==> src/logic/slc_pkg.sv <==
// Package for the lane clock and fast side PLL configuration block.
// Assumes a management frame decoder that presents register index and data.
package slc_pkg;
  localparam int unsigned ADDR_W    = 5;
  localparam int unsigned DATA_W    = 16;
  localparam logic [4:0]  LANE_CTRL_IDX = 5'h01;
  localparam logic [4:0]  PLL_CTRL_IDX  = 5'h02;
  localparam logic [15:0] LANE_CTRL_RST = 16'h0300;
  localparam logic [15:0] PLL_CTRL_RST  = 16'h811D;
  // Lane mux and clock output control fields
  localparam int unsigned PWR_OFF_BIT = 15;
  localparam int unsigned RX_ONE_BIT  = 13;
  localparam int unsigned TX_ONE_BIT  = 12;
  localparam int unsigned HYST_LSB    = 10;
  localparam int unsigned RX_SEL_BIT  = 9;
  localparam int unsigned TX_SEL_BIT  = 8;
  localparam int unsigned DIV_LSB     = 4;
  localparam int unsigned SRC_LSB     = 2;
  localparam int unsigned REF_BIT     = 1;
  // Fast side PLL control fields
  localparam int unsigned BW_LSB      = 8;
  localparam int unsigned VRANGE_BIT  = 6;
  localparam int unsigned PLL_ON_BIT  = 4;
  localparam int unsigned MULT_LSB    = 0;
  // Reset state of the decoded outputs, in step with the register resets
  localparam logic [4:0]  DIV_RST     = 5'h01;
  localparam logic [6:0]  MULT_X4_RST = 7'h50;

  typedef enum logic [1:0] {
    SLC_RATIO_1 = 2'b00,
    SLC_RATIO_2 = 2'b01,
    SLC_RATIO_4 = 2'b10
  } slc_ratio_t;
endpackage : slc_pkg

==> src/logic/slc_cfg_if.sv <==
// Carries the stored control words and synchronised pins to the decoder.
// Driven by the register bank, read by the field decoder, one clock.
`timescale 1ns/1ns
interface slc_cfg_if;
  logic [15:0] lane_ctrl;
  logic [15:0] pll_ctrl;
  logic        pd_pin_n;
  logic        ref_pin;
  modport src (output lane_ctrl, output pll_ctrl, output pd_pin_n, output ref_pin);
  modport dec (input lane_ctrl, input pll_ctrl, input pd_pin_n, input ref_pin);
endinterface : slc_cfg_if

==> src/logic/slc_lane_cfg.sv <==
// Lane mux, clock output and fast side PLL configuration registers of one channel.
// Assumes a management frame decoder on clk_sys_i giving index, write pulse and data;
// the power-down and reference choice pins are asynchronous.
//
// Overview of operation
// - Receive ratio 1:2 when select bit is 0, 1:4 when 1; bit resets high.
// - Transmit ratio 2:1 when select bit is 0, 4:1 when 1; bit resets high.
// - Output clock divided per 4-bit code; code 0000 divides by one at reset.
// - Two-bit source field picks which recovered or VCO clock drives the pins.
// - With choice pin low the bit picks reference input zero or one.
// - PLL on bit enables PLL; power-down pin low or power-off bit forces off.
// - Four-bit multiplier code selects 4x to 25x; 20x at reset.
// - PLL control word resets to 0x811D including its reserved bits.
// - Receive one-to-one bit forces 1:1 receive when set; resets clear.
// - Power-off bit shuts the data path but keeps management alive.
`timescale 1ns/1ns
module slc_lane_cfg
  import slc_pkg::*;
(
  input  wire logic                     clk_sys_i,
  input  wire logic                     resetn_i,
  input  wire logic [slc_pkg::ADDR_W-1:0] mgmt_addr_i,
  input  wire logic                     mgmt_wr_i,
  input  wire logic [slc_pkg::DATA_W-1:0] mgmt_wdata_i,
  output logic [slc_pkg::DATA_W-1:0]    mgmt_rdata_o,
  input  wire logic                     channel_power_down_pin_n_i,
  input  wire logic                     reference_choice_pin_i,
  output slc_pkg::slc_ratio_t           rx_ratio_o,
  output slc_pkg::slc_ratio_t           tx_ratio_o,
  output logic [4:0]                    clock_output_divider_o,
  output logic [1:0]                    clock_output_source_o,
  output logic                          reference_input_one_o,
  output logic                          fast_side_pll_on_o,
  output logic [6:0]                    fast_side_pll_mult_x4_o,
  output logic [1:0]                    fast_side_pll_loop_bw_o,
  output logic                          fast_side_vco_low_range_o,
  output logic                          datapath_power_off_o
);
  logic [15:0] lane_d, lane_q, pll_d, pll_q, rdata_d, rdata_q;
  logic [1:0]  pd_sync_d, pd_sync_q, ref_sync_d, ref_sync_q;

  slc_cfg_if cfg_bus ();

  always_comb
  begin
    lane_d     = lane_q;
    pll_d      = pll_q;
    pd_sync_d  = {pd_sync_q[0], channel_power_down_pin_n_i};
    ref_sync_d = {ref_sync_q[0], reference_choice_pin_i};
    if (mgmt_wr_i && mgmt_addr_i == LANE_CTRL_IDX)
      lane_d = mgmt_wdata_i;
    if (mgmt_wr_i && mgmt_addr_i == PLL_CTRL_IDX)
      pll_d = mgmt_wdata_i;
    // Read data is registered, so it reflects the word one cycle after the index
    unique case (mgmt_addr_i)
      LANE_CTRL_IDX: rdata_d = lane_q;
      PLL_CTRL_IDX:  rdata_d = pll_q;
      default:       rdata_d = 16'h0000;
    endcase
  end

  always_ff @(posedge clk_sys_i or negedge resetn_i)
  begin
    if (!resetn_i)
    begin
      lane_q     <= LANE_CTRL_RST;
      pll_q      <= PLL_CTRL_RST;
      rdata_q    <= 16'h0000;
      // Power-down pin assumed asserted until seen, so the PLL starts held off
      pd_sync_q  <= 2'b00;
      ref_sync_q <= 2'b00;
    end
    else
    begin
      lane_q     <= lane_d;
      pll_q      <= pll_d;
      rdata_q    <= rdata_d;
      pd_sync_q  <= pd_sync_d;
      ref_sync_q <= ref_sync_d;
    end
  end

  assign mgmt_rdata_o      = rdata_q;
  assign cfg_bus.lane_ctrl = lane_q;
  assign cfg_bus.pll_ctrl  = pll_q;
  assign cfg_bus.pd_pin_n  = pd_sync_q[1];
  assign cfg_bus.ref_pin   = ref_sync_q[1];

  slc_decode u_decode (
    .clk_sys_i                 (clk_sys_i),
    .resetn_i                  (resetn_i),
    .cfg                       (cfg_bus.dec),
    .rx_ratio_o                (rx_ratio_o),
    .tx_ratio_o                (tx_ratio_o),
    .clock_output_divider_o    (clock_output_divider_o),
    .clock_output_source_o     (clock_output_source_o),
    .reference_input_one_o     (reference_input_one_o),
    .fast_side_pll_on_o        (fast_side_pll_on_o),
    .fast_side_pll_mult_x4_o   (fast_side_pll_mult_x4_o),
    .fast_side_pll_loop_bw_o   (fast_side_pll_loop_bw_o),
    .fast_side_vco_low_range_o (fast_side_vco_low_range_o),
    .datapath_power_off_o      (datapath_power_off_o)
  );
endmodule : slc_lane_cfg

==> src/logic/slc_decode.sv <==
// Turns the stored control words into registered controls for the analog blocks.
// Assumes pins in the interface are already synchronised to clk_sys_i.
`timescale 1ns/1ns
module slc_decode
  import slc_pkg::*;
(
  input  wire logic         clk_sys_i,
  input  wire logic         resetn_i,
  slc_cfg_if.dec            cfg,
  output slc_pkg::slc_ratio_t rx_ratio_o,
  output slc_pkg::slc_ratio_t tx_ratio_o,
  output logic [4:0]        clock_output_divider_o,
  output logic [1:0]        clock_output_source_o,
  output logic              reference_input_one_o,
  output logic              fast_side_pll_on_o,
  output logic [6:0]        fast_side_pll_mult_x4_o,
  output logic [1:0]        fast_side_pll_loop_bw_o,
  output logic              fast_side_vco_low_range_o,
  output logic              datapath_power_off_o
);
  slc_ratio_t rx_d, rx_q, tx_d, tx_q;
  logic [4:0] div_d, div_q;
  logic [6:0] mult_d, mult_q;
  logic [1:0] src_d, src_q, bw_d, bw_q;
  logic       ref_d, ref_q, on_d, on_q, vr_d, vr_q, off_d, off_q;

  // Divide ratio; zero marks a reserved code so the clock tree holds off
  function automatic logic [4:0] div_ratio(input logic [3:0] code);
    unique case (code)
      4'h0:    div_ratio = 5'h01;
      4'h6:    div_ratio = 5'h04;
      4'h8:    div_ratio = 5'h08;
      4'hA:    div_ratio = 5'h10;
      4'hC:    div_ratio = 5'h05;
      4'hD:    div_ratio = 5'h0A;
      4'hE:    div_ratio = 5'h14;
      4'hF:    div_ratio = 5'h19;
      default: div_ratio = 5'h00;
    endcase
  endfunction : div_ratio

  // Four times the multiplier keeps the quarter steps integral
  function automatic logic [6:0] mult_x4(input logic [3:0] code);
    unique case (code)
      4'h2:    mult_x4 = 7'h10;
      4'h3:    mult_x4 = 7'h14;
      4'h4:    mult_x4 = 7'h18;
      4'h5:    mult_x4 = 7'h20;
      4'h6:    mult_x4 = 7'h21;
      4'h7:    mult_x4 = 7'h28;
      4'h8:    mult_x4 = 7'h30;
      4'h9:    mult_x4 = 7'h32;
      4'hA:    mult_x4 = 7'h3C;
      4'hB:    mult_x4 = 7'h40;
      4'hC:    mult_x4 = 7'h42;
      4'hD:    mult_x4 = 7'h50;
      4'hE:    mult_x4 = 7'h64;
      default: mult_x4 = 7'h00;
    endcase
  endfunction : mult_x4

  always_comb
  begin
    off_d = cfg.lane_ctrl[PWR_OFF_BIT];
    if (cfg.lane_ctrl[RX_ONE_BIT])
      rx_d = SLC_RATIO_1;
    else
      rx_d = cfg.lane_ctrl[RX_SEL_BIT] ? SLC_RATIO_4 : SLC_RATIO_2;
    if (cfg.lane_ctrl[TX_ONE_BIT])
      tx_d = SLC_RATIO_1;
    else
      tx_d = cfg.lane_ctrl[TX_SEL_BIT] ? SLC_RATIO_4 : SLC_RATIO_2;
    div_d = div_ratio(cfg.lane_ctrl[DIV_LSB +: 4]);
    src_d = cfg.lane_ctrl[SRC_LSB +: 2];
    // With the pin high the pin owns the choice; the bit is ignored
    ref_d = !cfg.ref_pin && cfg.lane_ctrl[REF_BIT];
    on_d  = cfg.pll_ctrl[PLL_ON_BIT] && cfg.pd_pin_n && !off_d;
    mult_d = mult_x4(cfg.pll_ctrl[MULT_LSB +: 4]);
    bw_d  = cfg.pll_ctrl[BW_LSB +: 2];
    vr_d  = cfg.pll_ctrl[VRANGE_BIT];
  end

  always_ff @(posedge clk_sys_i or negedge resetn_i)
  begin
    if (!resetn_i)
    begin
      rx_q   <= SLC_RATIO_4;
      tx_q   <= SLC_RATIO_4;
      div_q  <= DIV_RST;
      src_q  <= LANE_CTRL_RST[SRC_LSB +: 2];
      ref_q  <= LANE_CTRL_RST[REF_BIT];
      on_q   <= 1'b0;
      mult_q <= MULT_X4_RST;
      bw_q   <= PLL_CTRL_RST[BW_LSB +: 2];
      vr_q   <= PLL_CTRL_RST[VRANGE_BIT];
      off_q  <= LANE_CTRL_RST[PWR_OFF_BIT];
    end
    else
    begin
      rx_q   <= rx_d;
      tx_q   <= tx_d;
      div_q  <= div_d;
      src_q  <= src_d;
      ref_q  <= ref_d;
      on_q   <= on_d;
      mult_q <= mult_d;
      bw_q   <= bw_d;
      vr_q   <= vr_d;
      off_q  <= off_d;
    end
  end

  assign rx_ratio_o                = rx_q;
  assign tx_ratio_o                = tx_q;
  assign clock_output_divider_o    = div_q;
  assign clock_output_source_o     = src_q;
  assign reference_input_one_o     = ref_q;
  assign fast_side_pll_on_o        = on_q;
  assign fast_side_pll_mult_x4_o   = mult_q;
  assign fast_side_pll_loop_bw_o   = bw_q;
  assign fast_side_vco_low_range_o = vr_q;
  assign datapath_power_off_o      = off_q;
endmodule : slc_decode

==> config.mk <==
export PLATFORM = sky130hd
export DESIGN_NAME = slc_lane_cfg
export DESIGN_NICKNAME = d
export VERILOG_FILES = /design/src/logic/slc_pkg.sv /design/src/logic/slc_cfg_if.sv /design/src/logic/slc_lane_cfg.sv /design/src/logic/slc_decode.sv
export SDC_FILE = /design/constraint.sdc
export NUM_CORES = 1
export LEC_CHECK = 0
export BUFFER_PORTS_ARGS = -buffer_cell sky130_fd_sc_hd__buf_2
export CAP_MARGIN = 20
export CORE_UTILIZATION = 40
export DETAILED_ROUTE_END_ITERATION = 10
export SYNTH_ARGS = -nofsm -noshare
export SYNTH_HDL_FRONTEND = slang
export SYNTH_SLANG_ARGS = --single-unit
==> constraint.sdc <==
create_clock -name clk_sys_i -period 1.6 [get_ports clk_sys_i]
set_input_delay 0.08 -clock clk_sys_i [delete_from_list [all_inputs] [get_ports clk_sys_i]]
set_output_delay 0.08 -clock clk_sys_i [all_outputs]
set_load 0.05 [all_outputs]
Word level (Yosys, flattened, before mapping)
Memory sizes are Yosys's and may differ from the RTL's. A register that Yosys moved wholly into a read port is not among the register bits.
Cells that the tools add are included.
{"block": "op_classes", "n_mux": 5, "order_cmp": 0, "bitwise": 0, "div_mod_pow": 0, "eq_ne": 2, "n_shift": 0, "reduce_logical": 9, "multipliers": 0, "addsub": 0}
{"operator": "16-bit case mux with 2 select lines", "count": 1}
{"operator": "2-bit two-way mux", "count": 4}
{"operator": "5-bit by 1-bit equality test with 1-bit output, second input constant", "count": 1}
{"operator": "5-bit by 2-bit equality test with 1-bit output, second input constant", "count": 1}
{"operator": "1-bit logical AND", "count": 5}
{"operator": "1-bit zero test", "count": 4}
{"block": "totals", "out_inout_bits": 40, "in_bits": 26, "regBits": 64, "ram_bits": 0, "memories": 2, "latch_bits": 0, "word_cells": 31, "romBits": 192}
{"memory": "(name not given)", "depth": 16, "word_bits": 7, "read_ports": 1, "rd_clocked_by_memory_dff": 1, "wr": 0, "line_no": "slc_decode.sv:44", "source": "unique case (code)"}
{"memory": "(name not given)", "depth": 16, "word_bits": 5, "read_ports": 1, "rd_clocked_by_memory_dff": 1, "wr": 0, "line_no": "slc_decode.sv:29", "source": "unique case (code)"}

Depth between registers and ports, before layout
{"block": "logic_depth", "word_depth": 2, "depth_mapped": 5}

Cells and area by module
A second synthesis with hierarchy kept.
{"block": "unflattened", "hier_cells": 184, "hier_area_um2": 2934.1}
{"mod": "slc_lane_cfg", "area_per_inst_um2": 1981.9, "cells_each": 112, "instances": 1}
{"mod": "slc_decode", "area_per_inst_um2": 952.2, "cells_each": 72, "instances": 1}

Least setup slack after synthesis
Ideal clock, no wire load.
{"block": "synth_path", "path_kind": "reg2reg", "startpoint": "register pll_q[0], in the netlist cfg_bus.pll_ctrl[0]", "endpoint": "register u_decode.mult_q[4], in the netlist u_decode.fast_side_pll_mult_x4_o[4]", "synth_period_minus_slack_ns": 1.314, "required_ns": 1.508, "n_path_buf": 0, "arrival_ns": 1.221, "stages_incl_launch_ff": 6, "setup_ns": 0.092, "path_slack_ns": 0.286, "cell_sequence": "dfstp_2 inv_1 ha_1 and2_1 a211oi_1 a21oi_1"}
{"item": "start: declaration", "line_no": "slc_lane_cfg.sv:39", "source": "logic [15:0] lane_d, lane_q, pll_d, pll_q, rdata_d, rdata_q;"}
{"item": "start signal: assignment", "line_no": "slc_lane_cfg.sv:76", "source": "pll_q <= pll_d;"}
{"item": "end: declaration", "line_no": "slc_decode.sv:23", "source": "logic [6:0] mult_d, mult_q;"}

==> flow_summary.toml <==
[timing]
tns_ps = 0
finalHoldViolCount = 0
drv_slew = 0
fmax_mhz = 721
relSlewSlack_pct = 67.9
period_needed_ps = 1390
finalCritPeriodShare_pct = 86.7
rsz0062_at_grt = "false"
fin_skew_ps = 5.85
whs_ps = 243
finalSetupViolCount = 0
worstMarginPinSlew_ps = 481

[global_routing]
grt_use_met3_pct = 2.94
grt_use_met2_pct = 25.6
grt_pass1_vias = 1762
grt_util_met1_pct = 18.5
antenna_found_initial = 0
grtUsageTotal_pct = 15.2
grt-ovfl-total = 0
grt_pass1_wl_um = 8440
grt-busiest-layer = "met2"
grt_max_degree = 38

[cells_and_area]
antenna_cells = 0
multiInputGateArea_um2 = 902
area_growth_syn_to_layout_pct = 31.1
mostFrequentLayoutCell = "buf_2"
fin_nets = 318
drive_gt1_share_pct = 51.9
final_cell_mix = "buf_2 (64), dfrtp_1 (62), mux2_2 (32)"
nFillCells = 622
final_cells = 385
ff_latch_area_um2 = 1920

[status]
status = "finished, final reports clean"

[power]
p_total_mw = 5.04
p_per_area_nw_per_um2 = 1330
power_leakage_nw = 1.92
ir_drop_mv = 0.496

[cts]
numCtsBuffers = 9
cts_tree = "built"
cts-root-buf = "clkbuf_8"
path_clk_slew_ps = 80
cts_sinks = 76
clockBufferDepth = 2
postCtsSetupBuffers = 0
cts_max_level = 3
clkLatencyLatePin_ps = 330

[drt]
wl_per_cell_um = 13.5
drt_iter0_drc = 48
ant_nets = 0
via_per_inst = 4.64
dr.pass1.iters = 4
num_vias = 1785
drc_errors = 0
wl_um = 5200

[synthesis]
yosys_warnings = 0
syn_inst = 186
synth_fp_nets = 220
ys_seq_area_share_pct = 66.3
post_synth_num_cell_types = 27
avgSynthCellArea_um2 = 15.6
ys_ff_latch = 76
synthesis.area_um2 = 2900

[floorplan]
num_rows = 30
chipWidth_um = 87.1
dieArea_um2 = 7590
io_pins = 66
fp.coreArea_um2 = 6910
die_y_um = 87.1
start_util_pct = 41.9

[placement]
dp.final_hpwl_um = 3430
portBuffers = 65
place_inst = 350
place.gp.congestion = 0.775

[setup_path]
cp_num_buf_inv = 1
reg2reg_setup_slack_ps = 210
crit_family = "flip-flops"
path_cells = "inv_1 -> ha_1 -> and2_1 -> a211oi_1 -> a21oi_1"
max_stage_delay_ps = 590
arrival_ps = 1650
cp-end-kind = "register"
rr_worst_depth = 5
cp-start-kind = "register"
worst_r2r_endpoint = "u_decode.fast_side_pll_mult_x4_o[4]$_DFF_PN1_"
worst-setup-path-type = "register to register"
worstReg2RegStart = "cfg_bus.pll_ctrl[0]$_DFFE_PN1P_"
cp_max_fo = 8
critPathRequiredTime_ps = 1860
cp_slowest_cell = "dfstp_2"

[hold_path]
hold_class = "primary input to asynchronous set/reset pin"

[run]
maxCapViolCount = 0
[where the power goes]
part / internal, mW / total (mW) / switching [mW]
clock network: 0.874 / 1.53 / 0.651
registers: 2.26 / 2.44 / 0.177
logic: 0.369 / 1.08 / 0.707
total: 3.50 / 5.04 / 1.53
[area by class of cell]
type / count / area share [%]
Clock inverter: 5 / 2.04
Tap cell: 96 / 3.16
Inverter: 6 / 0.593
Clock buffer: 11 / 3.46
Timing Repair Buffer: 93 / 16.4
Sequential cell: 76 / 50.6
Multi-Input combinational cell: 98 / 23.8
[sequential cells by signal, summed over array words and instances, names as in the netlist]
| register | cells |
|---|---|
| cfg_bus.lane_ctrl | 16 |
| cfg_bus.pll_ctrl | 16 |
| mgmt_rdata_o | 16 |
| pd_sync_q | 2 |
| ref_sync_q | 2 |
| u_decode.clock_output_divider_o | 5 |
| u_decode.clock_output_source_o | 2 |
| u_decode.datapath_power_off_o | 1 |
| u_decode.fast_side_pll_loop_bw_o | 2 |
| u_decode.fast_side_pll_mult_x4_o | 7 |
| u_decode.fast_side_pll_on_o | 1 |
| u_decode.fast_side_vco_low_range_o | 1 |
| u_decode.reference_input_one_o | 1 |
| u_decode.rx_ratio_o | 2 |
| u_decode.tx_ratio_o | 2 |
[metrics by stage]
step | cell area, µm² | setup WS [ps] | util (%)
finish | 3800 | 213 | 55.0
detailed placement | 3400 | 209 | 49.2
global placement | 3400 | 248 | 49.2
global route | 3800 | 113 | 55.0
floorplan | 2900 | 286 | -
CTS | 3800 | 207 | 55.0
[synth_stat cells]
cell type | instances | area (µm²)
a22o_1 | 6 | 52.6
inv_1 | 6 | 22.5
a22o_2 | 10 | 100
and2_1 | 1 | 6.26
nand3_1 | 1 | 5.00
a21oi_1 | 2 | 10.0
clkbuf_1 | 2 | 7.51
nor2_1 | 5 | 18.8
dfrtp_1 | 62 | 1550
and3_1 | 1 | 6.26
ha_1 | 8 | 100
buf_6 | 4 | 45.0
nor3_2 | 1 | 10.0
nand2_1 | 7 | 26.3
nand2b_1 | 1 | 6.26
a211oi_1 | 1 | 7.51
o21ai_0 | 5 | 25.0
o211ai_1 | 1 | 7.51
dfstp_2 | 14 | 368
mux2_2 | 32 | 360
nor3b_4 | 2 | 37.5
nor2b_1 | 7 | 43.8
mux2i_1 | 2 | 20.0
nand4b_2 | 2 | 30.0
o211a_1 | 1 | 10.0
or3_4 | 1 | 11.3
o21a_1 | 1 | 7.51
[worst reg2reg max path: stages, from the launching register on]
cell,delay [ps]
dfstp_2,590
inv_1,80
ha_1,200
and2_1,170
a211oi_1,220
a21oi_1,70
[worst max path at each step]
stage | startpoint | end | depth (start not counted) | slack [ps]
after CTS | cfg_bus.pll_ctrl[0]$_DFFE_PN1P_ | u_decode.fast_side_pll_mult_x4_o[4]$_DFF_PN1_ | 5 | 210
after detailed placement | cfg_bus.pll_ctrl[0]$_DFFE_PN1P_ | u_decode.fast_side_pll_mult_x4_o[4]$_DFF_PN1_ | 5 | 210
after global placement | cfg_bus.pll_ctrl[0]$_DFFE_PN1P_ | u_decode.fast_side_pll_mult_x4_o[4]$_DFF_PN1_ | 5 | 250
after global routing | cfg_bus.pll_ctrl[0]$_DFFE_PN1P_ | u_decode.fast_side_pll_mult_x4_o[4]$_DFF_PN1_ | 5 | 110
after floorplan | cfg_bus.pll_ctrl[0]$_DFFE_PN1P_ | u_decode.fast_side_pll_mult_x4_o[4]$_DFF_PN1_ | 5 | 290
final | cfg_bus.pll_ctrl[0]$_DFFE_PN1P_ | u_decode.fast_side_pll_mult_x4_o[4]$_DFF_PN1_ | 5 | 210
[cell families (layout without fill, tap and decap cells)]
logic type                 Yosys count  in the layout  synth area share [%]
muxes                               34             34                  13.1
adders and majority gates            8              8                  3.46
AOI/OAI and AO/OA                   27             27                  7.60
buffers and inverters               12            115                  2.59
DFF                                 76             76                  66.3
and+or+nand+nor                     29             29                  6.96
[layer usage]
| metal | routed length, µm | vias up |
|---|---|---|
| met4 | 104 | 0 |
| met5 | 0 | - |
| li1 | - | 850 |
| met1 | 2340 | 884 |
| met3 | 174 | 10 |
| met2 | 2590 | 41 |
[timing repair]
item                      in CTS  in global routing
gates resized for setup        0                  0
hold endpoints to repair      61                  0
hold buffers                  19                  0
Power figures use the tool's default switching activity.
